### config.mk
export PLATFORM = sky130hd
export DESIGN_NAME = emic_ctrl
export DESIGN_NICKNAME = d
export VERILOG_FILES = /design/src/emic_wait_sel.v /design/src/emic_ctrl.v
export VERILOG_INCLUDE_DIRS = /design/src
export SDC_FILE = /design/constraint.sdc
export NUM_CORES = 1
export LEC_CHECK = 0
export BUFFER_PORTS_ARGS = -buffer_cell sky130_fd_sc_hd__buf_2
export CAP_MARGIN = 20
export CORE_AREA = 2 2 188 98
export DETAILED_ROUTE_END_ITERATION = 8
export DIE_AREA = 0 0 190 100
export GPL_ROUTABILITY_DRIVEN = 0
export GPL_TIMING_DRIVEN = 0
export PLACE_DENSITY = 0.59
export SYNTH_ARGS = -nofsm -noshare
export SYNTH_HDL_FRONTEND = slang
export SYNTH_SLANG_ARGS = --single-unit
export TNS_END_PERCENT = 30
### constraint.sdc
create_clock -name clk_sys -period 2.8 [get_ports clk_sys]
set_input_delay 0.42 -clock clk_sys [delete_from_list [all_inputs] [get_ports clk_sys]]
set_output_delay 0.42 -clock clk_sys [all_outputs]
set_load 0.05 [all_outputs]
### src/emic_consts.vh
// Constants of the external memory interface controller: offsets, fields, resets, memory map.
// Assumes inclusion by bare name from the design files; definitions only.
`ifndef EMIC_CONSTS_VH
`define EMIC_CONSTS_VH

// ==========================================
// Register byte offsets on the Avalon-MM slave
`define EMIC_OFF_CTRL_A 4'h0
`define EMIC_OFF_CTRL_B 4'h4
`define EMIC_OFF_STATUS 4'h8
`define EMIC_ADDR_W 4

// ==========================================
// Reset values
`define EMIC_CTRL_A_RST 8'h00
`define EMIC_CTRL_B_RST 8'h00

// ==========================================
// Control A fields
`define EMIC_A_ENABLE 7
`define EMIC_A_LIMIT_HI 6
`define EMIC_A_LIMIT_LO 4
`define EMIC_A_UWAIT_HI 3
`define EMIC_A_UWAIT_LO 2
`define EMIC_A_LWAIT_HI 1
`define EMIC_A_LWAIT_LO 0

// ==========================================
// Control B fields
`define EMIC_B_KEEPER 7
`define EMIC_B_MASK_HI 2
`define EMIC_B_MASK_LO 0
`define EMIC_B_WMASK 8'h87

// ==========================================
// Memory map defaults
`define EMIC_ISRAM_END 16'h10FF
`define EMIC_SECTOR_SIZE_LOG2 13

`endif

### src/emic_wait_sel.v
// Sector decode and wait-state selection for one external access.
// Assumes a registered control A value and an address stable while it is used.
`timescale 1ns/10ps

module emic_wait_sel (
  input wire [15:0] addr,
  input wire [2:0] sector_limit,
  input wire [1:0] upper_wait,
  input wire [1:0] lower_wait,
  output reg in_upper,
  output reg [1:0] strobe_extra,
  output reg addr_hold
);
`include "emic_consts.vh"

  reg [1:0] code;

  // ==========================================
  // Sector choice and wait decode
  always @* begin
    if (sector_limit == 3'h0) begin
      in_upper = 1'b1;
    end else begin
      in_upper = (addr[15:`EMIC_SECTOR_SIZE_LOG2] >= sector_limit);
    end
    code = in_upper ? upper_wait : lower_wait;
    strobe_extra = (code == 2'h3) ? 2'h2 : code;
    addr_hold = (code == 2'h3);
  end

endmodule

### src/emic_ctrl.v
// External parallel memory interface: control registers, address map and bus cycle sequencer.
// Assumes one clock clk_sys, asynchronous reset rst, a CPU-side request port held until done,
// and Avalon-MM register access with waitrequest.
//
// Functional notes
// - Enable switches pins to memory functions
// - Enabled overrides port direction except on released high lines; disabled restores
// - Disabled: no aliasing above internal SRAM
// - Limit zero: one sector, upper waits
// - Limit k: upper from k*0x2000
// - Upper sector uses bits 3..2
// - Lower sector uses bits 1..0
// - Wait codes: 0,1,2, 2 plus address hold
// - Keeper holds last level when tri-stated
// - Keeper works even when interface disabled
// - Reserved control B bits read zero
// - Mask code sets driven high address bits
// - Internal range never starts external cycle
// - Released pins output port values
// - Internal access: no read/write strobes
// - Valid low address at latch falling edge
`timescale 1ns/10ps
`include "emic_consts.vh"

module emic_ctrl #(
  parameter [15:0] ISRAM_END = `EMIC_ISRAM_END
) (
  input wire clk_sys,
  input wire rst,
  // Avalon-MM register slave
  input wire [3:0] avs_address,
  input wire avs_read,
  input wire avs_write,
  input wire [31:0] avs_writedata,
  input wire [3:0] avs_byteenable,
  output reg [31:0] avs_readdata,
  output wire avs_waitrequest,
  output reg [1:0] avs_response,
  // CPU data-space request
  input wire cpu_req,
  input wire cpu_we,
  input wire [15:0] cpu_addr,
  input wire [7:0] cpu_wdata,
  output reg cpu_done,
  output reg [7:0] cpu_rdata,
  output reg cpu_internal,
  // General-purpose port state for the shared pins
  input wire [7:0] port_ad_out,
  input wire [7:0] port_ad_dir,
  input wire [7:0] port_hi_out,
  input wire [7:0] port_hi_dir,
  input wire port_ale_out,
  input wire port_ale_dir,
  input wire port_rd_out,
  input wire port_rd_dir,
  input wire port_wr_out,
  input wire port_wr_dir,
  // Pins: multiplexed address/data, high address, strobes
  input wire [7:0] muxed_addr_data_bus_in,
  output reg [7:0] muxed_addr_data_bus_out,
  output reg [7:0] muxed_addr_data_bus_oe_n,
  output reg [7:0] high_address_bus_out,
  output reg [7:0] high_address_bus_oe_n,
  output reg ale_out,
  output reg ale_oe_n,
  output reg rd_n_out,
  output reg rd_oe_n,
  output reg wr_n_out,
  output reg wr_oe_n,
  output wire [7:0] keeper_level,
  output wire keeper_active
);

  // ==========================================
  // Access sequencer states, binary codes; unused codes fall back to idle
  // IDLE: waits for a request, captures address, data and wait code
  // ADDR: latch strobe high, low address byte on the bus
  // STROBE: first strobe cycle; write data driven, read bus released
  // WAIT: one cycle for each extra wait state
  // END: strobe released, write data held one more cycle
  // HOLD: spare cycle before the next address, wait code 3 only
  // INT: internal access; latch strobe may pulse, no read or write strobe
  localparam [2:0] ST_IDLE = 3'h0;
  localparam [2:0] ST_ADDR = 3'h1;
  localparam [2:0] ST_STROBE = 3'h2;
  localparam [2:0] ST_WAIT = 3'h3;
  localparam [2:0] ST_END = 3'h4;
  localparam [2:0] ST_HOLD = 3'h5;
  localparam [2:0] ST_INT = 3'h6;

  // Control registers, captured request and pin drive state
  reg [7:0] ext_mem_control_a_q;
  reg [7:0] ext_mem_control_b_q;
  reg [2:0] state_q;
  reg [2:0] state_d;
  reg [1:0] wait_cnt_q;
  reg hold_q;
  reg [15:0] addr_q;
  reg [7:0] wdata_q;
  reg we_q;
  reg [7:0] ad_q;
  reg ad_drive_q;
  reg ale_q;
  reg rd_q;
  reg wr_q;
  reg [7:0] keep_q;
  reg [7:0] hi_keep_mask;
  reg [7:0] ad_val;
  reg [7:0] ad_oe_n;
  // Decoded control fields and wait selection
  wire interface_enable;
  wire bus_keeper_enable;
  wire [2:0] high_mask;
  wire is_external;
  wire sel_upper;
  wire [1:0] sel_extra;
  wire sel_hold;
  wire [7:0] ad_pin;

  assign interface_enable = ext_mem_control_a_q[`EMIC_A_ENABLE];
  assign bus_keeper_enable = ext_mem_control_b_q[`EMIC_B_KEEPER];
  assign high_mask = ext_mem_control_b_q[`EMIC_B_MASK_HI:`EMIC_B_MASK_LO];

  // ==========================================
  // Register slave: zero-wait answers
  // Every register answers in the cycle of the request, so no wait states
  assign avs_waitrequest = 1'b0;

  // Register writes honour the low byte lane
  // Control A: bit 7 enable, 6..4 sector limit, 3..2 upper wait, 1..0 lower wait
  // Control B: bit 7 keeper, 6..3 always zero, 2..0 high address mask
  // A new sector limit or wait code applies from the next request; an access in flight
  // keeps the wait code it captured when it was taken
  always @(posedge clk_sys or posedge rst) begin
    if (rst) begin
      ext_mem_control_a_q <= `EMIC_CTRL_A_RST;
      ext_mem_control_b_q <= `EMIC_CTRL_B_RST;
    end else if (avs_write && avs_byteenable[0]) begin
      if (avs_address == `EMIC_OFF_CTRL_A) begin
        ext_mem_control_a_q <= avs_writedata[7:0];
      end
      if (avs_address == `EMIC_OFF_CTRL_B) begin
        ext_mem_control_b_q <= avs_writedata[7:0] & `EMIC_B_WMASK;
      end
    end
  end

  // Read mux; unmapped addresses answer zero with a slave error
  // Reads have no side effects, so the mux is purely combinational
  // Status returns the level that the keeper remembers on the bus
  always @* begin
    avs_readdata = 32'h00000000;
    avs_response = 2'h0;
    case (avs_address)
      `EMIC_OFF_CTRL_A: avs_readdata = {24'h000000, ext_mem_control_a_q};
      `EMIC_OFF_CTRL_B: avs_readdata = {24'h000000, ext_mem_control_b_q};
      `EMIC_OFF_STATUS: avs_readdata = {24'h000000, keep_q};
      default: begin
        if (avs_read || avs_write) begin
          avs_response = 2'h2;
        end
      end
    endcase
  end

  // ==========================================
  // Address map: external only above internal range while enabled
  // With the interface off every address is internal: nothing above the
  // internal range folds back onto internal memory
  assign is_external = interface_enable && (cpu_addr > ISRAM_END);

  // Sector and wait decode: live address while idle, captured address after,
  // so a request that moves early cannot shift a running cycle to the other sector
  emic_wait_sel u_wait_sel (
    .addr(state_q == ST_IDLE ? cpu_addr : addr_q),
    .sector_limit(ext_mem_control_a_q[`EMIC_A_LIMIT_HI:`EMIC_A_LIMIT_LO]),
    .upper_wait(ext_mem_control_a_q[`EMIC_A_UWAIT_HI:`EMIC_A_UWAIT_LO]),
    .lower_wait(ext_mem_control_a_q[`EMIC_A_LWAIT_HI:`EMIC_A_LWAIT_LO]),
    .in_upper(sel_upper),
    .strobe_extra(sel_extra),
    .addr_hold(sel_hold)
  );

  // ==========================================
  // Sequencer next state
  // From the take edge E: strobe rises at E+1, stands 1+extra cycles and
  // falls with the done pulse at E+2+extra; code 3 adds a spare cycle
  // The done pulse blocks a second take in the cycle after it, which gives
  // the requester one edge to drop its request
  always @* begin
    state_d = state_q;
    case (state_q)
      ST_IDLE: begin
        if (cpu_req && !cpu_done) begin
          state_d = is_external ? ST_ADDR : ST_INT;
        end
      end
      ST_ADDR: state_d = ST_STROBE;
      ST_STROBE: state_d = (wait_cnt_q == 2'h0) ? ST_END : ST_WAIT;
      ST_WAIT: state_d = (wait_cnt_q == 2'h1) ? ST_END : ST_WAIT;
      ST_END: state_d = hold_q ? ST_HOLD : ST_IDLE;
      ST_HOLD: state_d = ST_IDLE;
      ST_INT: state_d = ST_IDLE;
      default: state_d = ST_IDLE;
    endcase
  end

  // Sequencer registers and pin drive
  // Every pin register changes on the clock, so the pads see no decode glitches
  always @(posedge clk_sys or posedge rst) begin
    if (rst) begin
      state_q <= ST_IDLE;
      wait_cnt_q <= 2'h0;
      hold_q <= 1'b0;
      addr_q <= 16'h0000;
      wdata_q <= 8'h00;
      we_q <= 1'b0;
      ad_q <= 8'h00;
      ad_drive_q <= 1'b0;
      ale_q <= 1'b0;
      rd_q <= 1'b0;
      wr_q <= 1'b0;
      cpu_done <= 1'b0;
      cpu_rdata <= 8'h00;
      cpu_internal <= 1'b0;
    end else begin
      state_q <= state_d;
      cpu_done <= 1'b0;
      case (state_q)
        ST_IDLE: begin
          if (cpu_req && !cpu_done) begin
            addr_q <= cpu_addr;
            wdata_q <= cpu_wdata;
            we_q <= cpu_we;
            cpu_internal <= !is_external;
            wait_cnt_q <= sel_extra;
            hold_q <= sel_hold;
            ad_q <= cpu_addr[7:0];
            ad_drive_q <= interface_enable;
            ale_q <= interface_enable;
          end
        end
        ST_ADDR: begin
          // Latch strobe falls at the edge that puts write data on the bus or releases it
          ale_q <= 1'b0;
          ad_q <= we_q ? wdata_q : addr_q[7:0];
          ad_drive_q <= we_q;
          rd_q <= !we_q;
          wr_q <= we_q;
        end
        ST_STROBE, ST_WAIT: begin
          if (state_d == ST_WAIT && state_q == ST_WAIT) begin
            wait_cnt_q <= wait_cnt_q - 2'h1;
          end
          // Read data taken at the edge that ends the strobe
          if (state_d == ST_END) begin
            rd_q <= 1'b0;
            wr_q <= 1'b0;
            cpu_rdata <= muxed_addr_data_bus_in;
            cpu_done <= 1'b1;
          end
        end
        // Write data held through this cycle for the memory's hold time
        ST_END: ad_drive_q <= 1'b0;
        ST_INT: begin
          ale_q <= 1'b0;
          ad_drive_q <= 1'b0;
          cpu_done <= 1'b1;
        end
        default: ale_q <= 1'b0;
      endcase
    end
  end

  // ==========================================
  // Bus keeper: remembers last pin level, independent of enable
  // Driven lines refresh it every cycle; with every line released the pin
  // reads back the keeper itself, so the level simply recirculates
  // The pad holds the line weakly from keeper_level while keeper_active is set
  assign ad_pin = ad_val & ~ad_oe_n;
  always @(posedge clk_sys or posedge rst) begin
    if (rst) begin
      keep_q <= 8'h00;
    end else begin
      keep_q <= (ad_oe_n == 8'hFF) ? muxed_addr_data_bus_in : ad_pin | (keep_q & ad_oe_n);
    end
  end
  assign keeper_active = bus_keeper_enable;
  assign keeper_level = keep_q;

  // ==========================================
  // Pin override: per-bit mask of driven high address lines
  // Code 0 keeps all eight lines, codes 1..6 give up the top lines one by one,
  // code 7 gives the whole byte back to the port
  // Released lines take value and direction from the port, so software can
  // force upper address bits to zero and reach the low external locations
  genvar gi;
  generate
    for (gi = 0; gi < 8; gi = gi + 1) begin : g_hi
      always @* begin
        hi_keep_mask[gi] = (high_mask == 3'h0) ? 1'b1 :
                           (high_mask == 3'h7) ? 1'b0 :
                           (gi < (8 - high_mask));
      end
    end
  endgenerate

  // Output muxing of shared pins
  // Enabled: pins belong to the interface and the port direction is ignored, except on released high address lines
  // Disabled: every pin follows its port value and direction again
  always @* begin
    if (interface_enable) begin
      ad_val = ad_q;
      ad_oe_n = ad_drive_q ? 8'h00 : 8'hFF;
      muxed_addr_data_bus_out = ad_q;
      muxed_addr_data_bus_oe_n = ad_oe_n;
      high_address_bus_out = (addr_q[15:8] & hi_keep_mask) | (port_hi_out & ~hi_keep_mask);
      high_address_bus_oe_n = ~(hi_keep_mask | port_hi_dir);
      ale_out = ale_q;
      ale_oe_n = 1'b0;
      rd_n_out = ~rd_q;
      rd_oe_n = 1'b0;
      wr_n_out = ~wr_q;
      wr_oe_n = 1'b0;
    end else begin
      ad_val = port_ad_out;
      ad_oe_n = ~port_ad_dir;
      muxed_addr_data_bus_out = port_ad_out;
      muxed_addr_data_bus_oe_n = ~port_ad_dir;
      high_address_bus_out = port_hi_out;
      high_address_bus_oe_n = ~port_hi_dir;
      ale_out = port_ale_out;
      ale_oe_n = ~port_ale_dir;
      rd_n_out = port_rd_out;
      rd_oe_n = ~port_rd_dir;
      wr_n_out = port_wr_out;
      wr_oe_n = ~port_wr_dir;
    end
  end

endmodule

==> flow_summary.ini, run 1 <==
[outcome]
status = finished, final reports clean

[cts]
clkSinkCount = 73
clk_latency_ps = 330
clk_pin_slew_worst_paths_ps = 60
cts_buffers = 9
cts_tree = built
cts-htree-levels = 3
cts_buffer_depth = 2
cts-root-buf = clkbuf_16

[logic_synthesis]
synthCells = 445
async_flop_share_pct = 100
synth_edf_count = 0
ys_types = 49
netlist_area_um2 = 4270
ys_warn_count = 0
ys_ff_latch = 73
avgSynthCellArea_um2 = 9.59
ys_seq_area_share_pct = 42.8
ys.flop_type = dfrtp_1

[sta]
fin_setup_tns_ps = 0
setup_viol = 0
slew_headroom_pct = 49.5
min_period_over_period_pct = 97.7
hold_viol = 0
fin_crit_ps = 2740
rsz0062_at_grt = true
final-max-slew-violation-count = 0
fmax_mhz = 365
tightest_slew_ps = 752
skew_ps = 6.12
layout_setup_ws_ps = 63.8

[worst_setup_path]
start_kind = flip-flop
reg2regPathDepth = 7
rrSetupSlack_ps = 130
slowest_delay_ps = 410
crit_chain = inv_2, ha_2, ha_4, o311ai_4, buf_4, nand2_2, mux2_1, buf_2
endpoint_kind = output pin
required_ps = 2380
crit_fanout = 4
worstSetupPathType = flip-flop to output pin
cp_slowest_cell = dfrtp_2
crit-reg2reg-launch = state_q[0]$_DFF_PP0_
r2r_end = hold_q$_DFFE_PP0P_
worstPathArrival_ps = 2320

[global_route]
grt.total_usage_pct = 14.7
grt_pass1_wl_um = 21100
antenna_found_initial = 1
grt_max_degree = 40
grt-ovfl-total = 0
grt_pass1_vias = 3610

[drt]
via_per_inst = 4.19
drt_iter0_markers = 156
drt_first_pass_iters = 4
wl_met1_um = 7660
drcViolationCount = 0
top_layer = met4
wirelength_um = 13600
dr_wl_met2_um = 5040
dr_wl_met3_um = 726
wire_per_inst_um = 15.3
route.vias.total = 3724
ant_nets = 0

[placed_design]
io_buffers = 153
place_ws_ps = 41.0
placedCellCount = 864
place_hpwl_um = 10700
dpl_cell_area_um2 = 5450

[cells_and_area]
nets = 769
mostFrequentLayoutCell = buf_2
drive_gt1_share_pct = 39.2
ff_latch_area_um2 = 1830
area_growth_pct = 38.9
utilization_pct = 33.6
multi_input_area_um2 = 2220
final_cells = 889
design_area_um2 = 5930
final_cell_mix = buf_2 (159), nand2_1 (105), dfrtp_1 (71)
final.fill_count = 1857

[power]
p_leak_nw = 3.05
ir_drop_mv = 0.772
power_frac_clock_pct = 18.5
p_sw_share_pct = 49.0
pwr-share-seq_pct = 25.4
cellPowerDensity_nw_per_um2 = 1240
intPower_w = 0.00376
p_sw_w = 0.00361
comb_power_share_pct = 56.2

[floorplanning]
fp.dieH_um = 100
initial_core_util_pct = 24.2
die_w_um = 190
core_um2 = 17600
die_area_um2 = 19000
rows = 35
design.portCount = 208

[min_path]
hp-class = input pin to async pin

[job]
drv_cap = 0
-- stage by stage --
stage	hold slack, ps	power (W)
after floorplan	438	0.00479
after global placement	458	0.00584
after detailed placement	459	0.00586
after CTS	112	0.00735
after global routing	138	0.00785
final	99.0	0.00737
-- metal layers --
layer | global-route usage, % | up-vias
met1 | 23.5 | 1737
met4 | 3.22 | 0
met5 | 0 | -
met2 | 19.1 | 113
met3 | 3.92 | 12
li1 | - | 1862
-- power groups by stage --
stage,clock network (W),logic (W),registers [W]
3_5_place_dp,0,0.00399,0.00187
4_1_cts,0.00139,0.00410,0.00186
5_1_grt,0.00144,0.00447,0.00194
2_1_floorplan,0,0.00257,0.00222
3_3_place_gp,0,0.00397,0.00187
6_report,0.00136,0.00414,0.00187
-- worst max-delay path by stage --
stage | from | end | slack (ps) | cells past startpoint
after floorplan | ext_mem_control_b_q[0]$_DFFE_PP0P_ | high_address_bus_oe_n[0] | 230 | 6
after global placement | rst | ale_q$_DFFE_PP0P_ | -520 | 2
after detailed placement | state_q[0]$_DFF_PP0_ | hold_q$_DFFE_PP0P_ | 40 | 8
after CTS | ext_mem_control_b_q[1]$_DFFE_PP0P_ | high_address_bus_out[5] | 5 | 9
after global routing | ext_mem_control_b_q[1]$_DFFE_PP0P_ | high_address_bus_out[5] | -30 | 9
final | ext_mem_control_b_q[1]$_DFFE_PP0P_ | high_address_bus_out[2] | 60 | 8
-- layout make-up --
class / instances / share of cell area, %
antenna: 1 / 0.0422
multi-input combinational: 336 / 37.4
inverter: 12 / 0.802
tap: 240 / 5.06
timing repair buffer: 163 / 14.6
buffer: 48 / 5.27
sequential: 73 / 30.8
clock inverter: 7 / 2.13
clock buffer: 9 / 3.80
-- worst max-delay path: cells and delay by family (launching register included) --
family	cells	cell delay, ps
compound gates	1	290
flops	1	410
simple gates	1	90
buf+inv	3	480
fa+ha+maj	2	400
mux	1	310
-- cell families after synthesis --
family / share of synthesized area, %
AOI/OAI and AO/OA: 9.50
and+or+nand+nor: 17.1
muxes: 19.1
DFF: 42.8
buffers and inverters: 8.44
other: 0.0878
adders and majority gates: 2.93
-- synth_stat cells (2+ instances only) --
library cell / count / area (um^2)
nand2_1: 107 / 402
ha_1: 10 / 125
mux2i_1: 22 / 220
inv_1: 11 / 41.3
a22oi_1: 2 / 15.0
buf_4: 28 / 210
dfrtp_1: 73 / 1830
nor2b_1: 4 / 25.0
nand2b_1: 3 / 18.8
buf_2: 9 / 45.0
nand3_1: 4 / 20.0
o21bai_1: 2 / 15.0
o21ai_1: 9 / 45.0
and2_1: 3 / 18.8
nor3_1: 7 / 35.0
a21oi_1: 14 / 70.1
o22ai_1: 4 / 25.0
mux2_2: 12 / 135
a221oi_1: 2 / 17.5
buf_6: 2 / 22.5
a21oi_2: 2 / 17.5
o21ai_0: 2 / 10.0
nor2_1: 32 / 120
mux2_1: 41 / 462
clkbuf_1: 9 / 33.8
o211ai_1: 8 / 60.1
-- what timing repair did --
item	4_1_cts	5_1_grt
buffers inserted	5	4
hold buffers	0	0
setup endpoints to repair	11	8
pin swaps	1	3
resized for setup	13	8
Note: power is estimated with default switching activity, not from simulation.
==> run 2: changes to the inputs <==
Settings changed: CTS_BUF_LIST set to sky130_fd_sc_hd__clkbuf_4 sky130_fd_sc_hd__clkbuf_8.
==> run 2 against run 1 <==
  * Design area down 1.3%
  * Largest power group unchanged
  * Sequential share of layout area increased by 0.43 points
  * Setup slack improved by 17 ps
  * Critical endpoint is now high_address_bus_out[1]
  * Worst hold slack worse by 24 ps
  * Critical path depth did not move
  * Via count decreased by 0.35%
  * Largest cell class unchanged
==> flow_summary.ini, run 2 (synthesis results as in run 1) <==
[outcome]
status = finished, final reports clean

[cts]
cts_buffer_depth = 2
cts_buffers = 9
clk_pin_slew_worst_paths_ps = 90
cts_tree = built
clkSinkCount = 73
cts-root-buf = clkbuf_8
clk_latency_ps = 350
cts-htree-levels = 3

[worst_setup_path]
cp_slowest_cell = dfrtp_2
cp_top_family = buffers and inverters
slowest_delay_ps = 410
required_ps = 2380
worstPathArrival_ps = 2300
start_kind = flip-flop
endpoint_kind = output pin
cpMostUsedCell = ha_4
crit_chain = inv_1, ha_4, ha_4, o311ai_4, buf_4, nand2_2, mux2_1, buf_2
crit_fanout = 3
worstSetupPathType = flip-flop to output pin
crit_buf_inv = 3

[power]
p_leak_nw = 3.02
p_total_w = 0.00707
cellPowerDensity_nw_per_um2 = 1210
power_frac_clock_pct = 14.8
pwr-share-seq_pct = 26.4
intPower_w = 0.00349
p_sw_share_pct = 50.6
p_sw_w = 0.00357
ir_drop_mv = 0.749
comb_power_share_pct = 58.8

[sta]
fin_setup_tns_ps = 0
fin_crit_ps = 2720
min_period_over_period_pct = 97.1
rsz0062_at_grt = true
fmax_mhz = 368
setup_viol = 0
holdWs_ps = 74.9
final-max-slew-violation-count = 0
tightest_slew_ps = 749
slew_headroom_pct = 49.7
skew_ps = 11.9
hold_viol = 0

[cells_and_area]
area_growth_pct = 37.1
final_cell_mix = buf_2 (157), nand2_1 (105), dfrtp_1 (70)
nets = 770
drive_gt1_share_pct = 39.6
design_area_um2 = 5850
utilization_pct = 33.2
mostFrequentLayoutCell = buf_2

[global_route]
antenna_found_initial = 1
grt_pass1_wl_um = 21000
grt_max_degree = 40
grt_pass1_vias = 3582
grt.total_usage_pct = 14.6
grt-ovfl-total = 0

[min_path]
hp-class = input pin to async pin

[floorplanning]
rows = 35
design.portCount = 208
die_area_um2 = 19000
initial_core_util_pct = 24.2
core_um2 = 17600
fp.dieH_um = 100
die_w_um = 190

[drt]
route.vias.total = 3711
drt_first_pass_iters = 4
via_per_inst = 4.17
wirelength_um = 13600
drt_iter0_markers = 182
wire_per_inst_um = 15.2
ant_nets = 0
drcViolationCount = 0

[placed_design]
place_hpwl_um = 10700
dpl_cell_area_um2 = 5450
io_buffers = 153

[job]
drv_cap = 0
==> run 2: cell count changes in the layout (fill, tap and decap cells not counted) <==
cell | previous run | this run
ha_2 | 1 | 0
dfrtp_1 | 71 | 70
buf_6 | 4 | 3
ha_4 | 1 | 2
buf_4 | 38 | 42
dfrtp_2 | 2 | 3
clkbuf_16 | 9 | 0
mux2_1 | 41 | 40
clkbuf_8 | 0 | 9
mux2_4 | 0 | 1
buf_2 | 159 | 157
==> run 2: power groups by stage <==
stage | logic [W] | registers [W] | clock network, W
after global placement | 0.00397 | 0.00187 | 0
after global routing | 0.00449 | 0.00194 | 0.00112
final | 0.00416 | 0.00187 | 0.00104
after detailed placement | 0.00399 | 0.00187 | 0
after CTS | 0.00411 | 0.00185 | 0.00107
after floorplan | 0.00257 | 0.00222 | 0
==> run 2: what timing repair did <==
item,in CTS,in global routing
hold buffers,0,0
endpoints found under the setup margin,12,8
buffers inserted,5,5
pin swaps,1,3
gates resized for setup,16,9
==> run 2: through the flow <==
step / std cells / worst slack [ps]
after floorplan: 470 / 229
after global placement: 863 / -522
after detailed placement: 864 / 41.0
after CTS: 885 / 1.28
after global routing: 889 / -32.1
final: 890 / 80.5
==> run 2: final timing paths <==
| kind | start | to | slack, ps | cells after the start |
|---|---|---|---|---|
| setup reg to reg | state_q[0]$_DFF_PP0_ | hold_q$_DFFE_PP0P_ | 110 | 7 |
| max in group asynchronous | rst | ale_q$_DFFE_PP0P_ | 2140 | 3 |
| hold / removal | rst | async pin | 70 | 2 |
| setup / recovery | ext_mem_control_b_q[0]$_DFFE_PP0P_ | high_address_bus_out[1] | 80 | 8 |
| min in group clk_sys | cpu_wdata[0] | wdata_q[0]$_DFFE_PP0P_ | 250 | 3 |
| hold reg to reg | addr_q[9]$_DFFE_PP0P_ | addr_q[9]$_DFFE_PP0P_ | 480 | 2 |
==> run 2: layer usage <==
layer	track usage (%)	vias to the layer above	routed length, um
li1	-	1860	-
met1	23.5	1729	7630
met2	18.7	116	5100
met3	3.99	6	753
met4	3.04	0	92
met5	0	-	0
==> run 2: final cells by class <==
cell class / instances / area (um^2)
buffer: 48 / 313
timing repair buffer: 164 / 877
inverter: 12 / 47.5
tap: 240 / 300
fill: 1864 / 11800
multi-input combinational: 336 / 2230
clock buffer: 9 / 124
clock inverter: 7 / 126
antenna: 1 / 2.50
sequential: 73 / 1830
==> run 2: worst reg2reg max path, delay by kind of cell (launching register included) <==
kind                       cells  cell delay, ps
DFF                            1             480
adders and majority gates      1             280
and+or+nand+nor                2             720
AOI/OAI and AO/OA              2             480
muxes                          2             660
==> run 3: changes to the inputs <==
Settings changed: CORE_AREA 2 2 188 98 to 2 2 134 136, DIE_AREA 0 0 190 100 to 0 0 136 138.
==> run 3 against run 2 <==
  * Global-route usage decreased by 0.50 points
  * Power decreased by 3.6%
  * Utilization down 0.21 points
  * Largest cell class unchanged
==> flow_summary.ini, run 3 (synthesis results as in run 1) <==
[cts]
cts-root-buf = clkbuf_8
clkSinkCount = 73
clk_latency_ps = 360
clk_pin_slew_worst_paths_ps = 80
cts_tree = built
cts_buffer_depth = 2
cts-htree-levels = 3
cts_buffers = 9
postCtsHoldBufs = 0

[worst_setup_path]
rrSetupSlack_ps = 80
crit-reg2reg-launch = state_q[0]$_DFF_PP0_
worstPathArrival_ps = 2960
crit_fanout = 6
worstSetupPathType = flip-flop to flip-flop
required_ps = 3040
r2r_end = wait_cnt_q[0]$_DFFE_PP0P_
start_kind = flip-flop
endpoint_kind = flip-flop
reg2regPathDepth = 9

[power]
ir_drop_mv = 0.705
p_total_w = 0.00681
pwr-share-seq_pct = 27.3
p_sw_w = 0.00349
p_leak_nw = 2.99
comb_power_share_pct = 60.0
power_frac_clock_pct = 12.7
intPower_w = 0.00332
cellPowerDensity_nw_per_um2 = 1180
p_sw_share_pct = 51.2

[drt]
drt_iter0_markers = 117
drt_first_pass_iters = 4
via_per_inst = 4.33
wire_per_inst_um = 14.9
drcViolationCount = 0
wirelength_um = 13100
route.vias.total = 3795
ant_nets = 0

[floorplanning]
rows = 49
die_area_um2 = 18800
initial_core_util_pct = 24.3
design.portCount = 208
die_w_um = 136
fp.dieH_um = 138
core_um2 = 17500

[sta]
skew_ps = 12.7
fin_crit_ps = 2720
rsz0062_at_grt = true
tightest_slew_ps = 732
fin_setup_tns_ps = 0
min_period_over_period_pct = 97.2
setup_viol = 0
hold_viol = 0
final-max-slew-violation-count = 0
fmax_mhz = 367
slew_headroom_pct = 51.2

[min_path]
hp-class = input pin to async pin

[placed_design]
io_buffers = 153
place_hpwl_um = 10300
placedCellCount = 853

[cells_and_area]
antenna_cells = 0
area_growth_pct = 35.3
mostFrequentLayoutCell = buf_2
drive_gt1_share_pct = 38.9
final_cell_mix = buf_2 (157), nand2_1 (105), dfrtp_1 (71)
final_cells = 877
nets = 770
final.fill_count = 1902

[global_route]
grt-ovfl-total = 0
grt_pass1_wl_um = 20500
grt.total_usage_pct = 14.1
grt_pass1_vias = 3831
antenna_found_initial = 1
grt_max_degree = 48

[job]
drv_cap = 0

[outcome]
status = finished, final reports clean
run 3: changes by cell type in the layout (fill, tap and decap cells not counted), sizes merged:
cell      change
bufinv        -2
buf           -1
clkbuf        +3
clkinvlp      +1
diode         -1
inv           -2
run 3: critical path: stages, from the launching register on:
cell and delay [ps]:
dfrtp_1 360, clkbuf_1 200, nor3_4 300, mux2_2 380, ha_1 200, or3b_4 390
a211oi_4 290, buf_4 170, mux2i_1 220, o32ai_2 100
run 3: layer usage:
layer  vias to the layer above  part of all wire [%]  global-route usage, %  wire length [um]
met4                         2                   1.7                   3.78               226
met2                       149                    45                   22.9              5930
met3                        18                   7.6                   4.00               996
met5                         -                 0.099                      0                13
li1                       1859                     -                      -                 -
met1                      1767                    45                   18.5              5930
run 3: worst max path at each step:
stage	startpoint	to	slack [ps]	depth (start not counted)
2_1_floorplan	ext_mem_control_b_q[0]$_DFFE_PP0P_	high_address_bus_oe_n[0]	230	6
3_3_place_gp	rst	addr_q[14]$_DFFE_PP0P_	-520	2
3_5_place_dp	state_q[0]$_DFF_PP0_	hold_q$_DFFE_PP0P_	90	8
4_1_cts	ext_mem_control_b_q[1]$_DFFE_PP0P_	high_address_bus_out[3]	30	7
5_1_grt	state_q[0]$_DFF_PP0_	wait_cnt_q[0]$_DFFE_PP0P_	-60	9
6_report	state_q[0]$_DFF_PP0_	wait_cnt_q[0]$_DFFE_PP0P_	80	9
run 3: what timing repair did:
action | 4_1_cts | 5_1_grt
resized for setup | 12 | 10
buffers inserted | 4 | 5
pin swaps | 1 | 3
setup endpoints to repair | 10 | 9
run 3: final cells by class:
class / count / area (um^2) / share of cell area, %
plain buffers: 49 / 317 / 5.48
clock buffers: 11 / 145 / 2.51
clock inverters: 4 / 53.8 / 0.931
inverters: 12 / 47.5 / 0.823
multi-input cells: 336 / 2210 / 38.3
flip-flops and latches: 73 / 1830 / 31.7
well taps: 229 / 287 / 4.96
repair buffers: 163 / 885 / 15.3
run 3: power by group through the flow:
stage | sequential, W | clock [W] | combinational, W
CTS | 0.00186 | 0.000884 | 0.00404
global route | 0.00192 | 0.000923 | 0.00444
global placement | 0.00188 | 0 | 0.00391
detailed placement | 0.00188 | 0 | 0.00394
finish | 0.00186 | 0.000863 | 0.00409
floorplan | 0.00222 | 0 | 0.00257
run 3: through the flow:
| step | utilization [%] | instance area [um^2] | worst slack (ps) | hold WS, ps |
|---|---|---|---|---|
| 2_1_floorplan | - | 4360 | 229 | 438 |
| 6_report | 33.0 | 5780 | 77.5 | 30.3 |
| 3_3_place_gp | 30.9 | 5420 | -520 | 456 |
| 4_1_cts | 32.6 | 5710 | 34.5 | 43.0 |
| 3_5_place_dp | 31.1 | 5450 | 89.0 | 438 |
| 5_1_grt | 33.0 | 5780 | -62.3 | 53.7 |
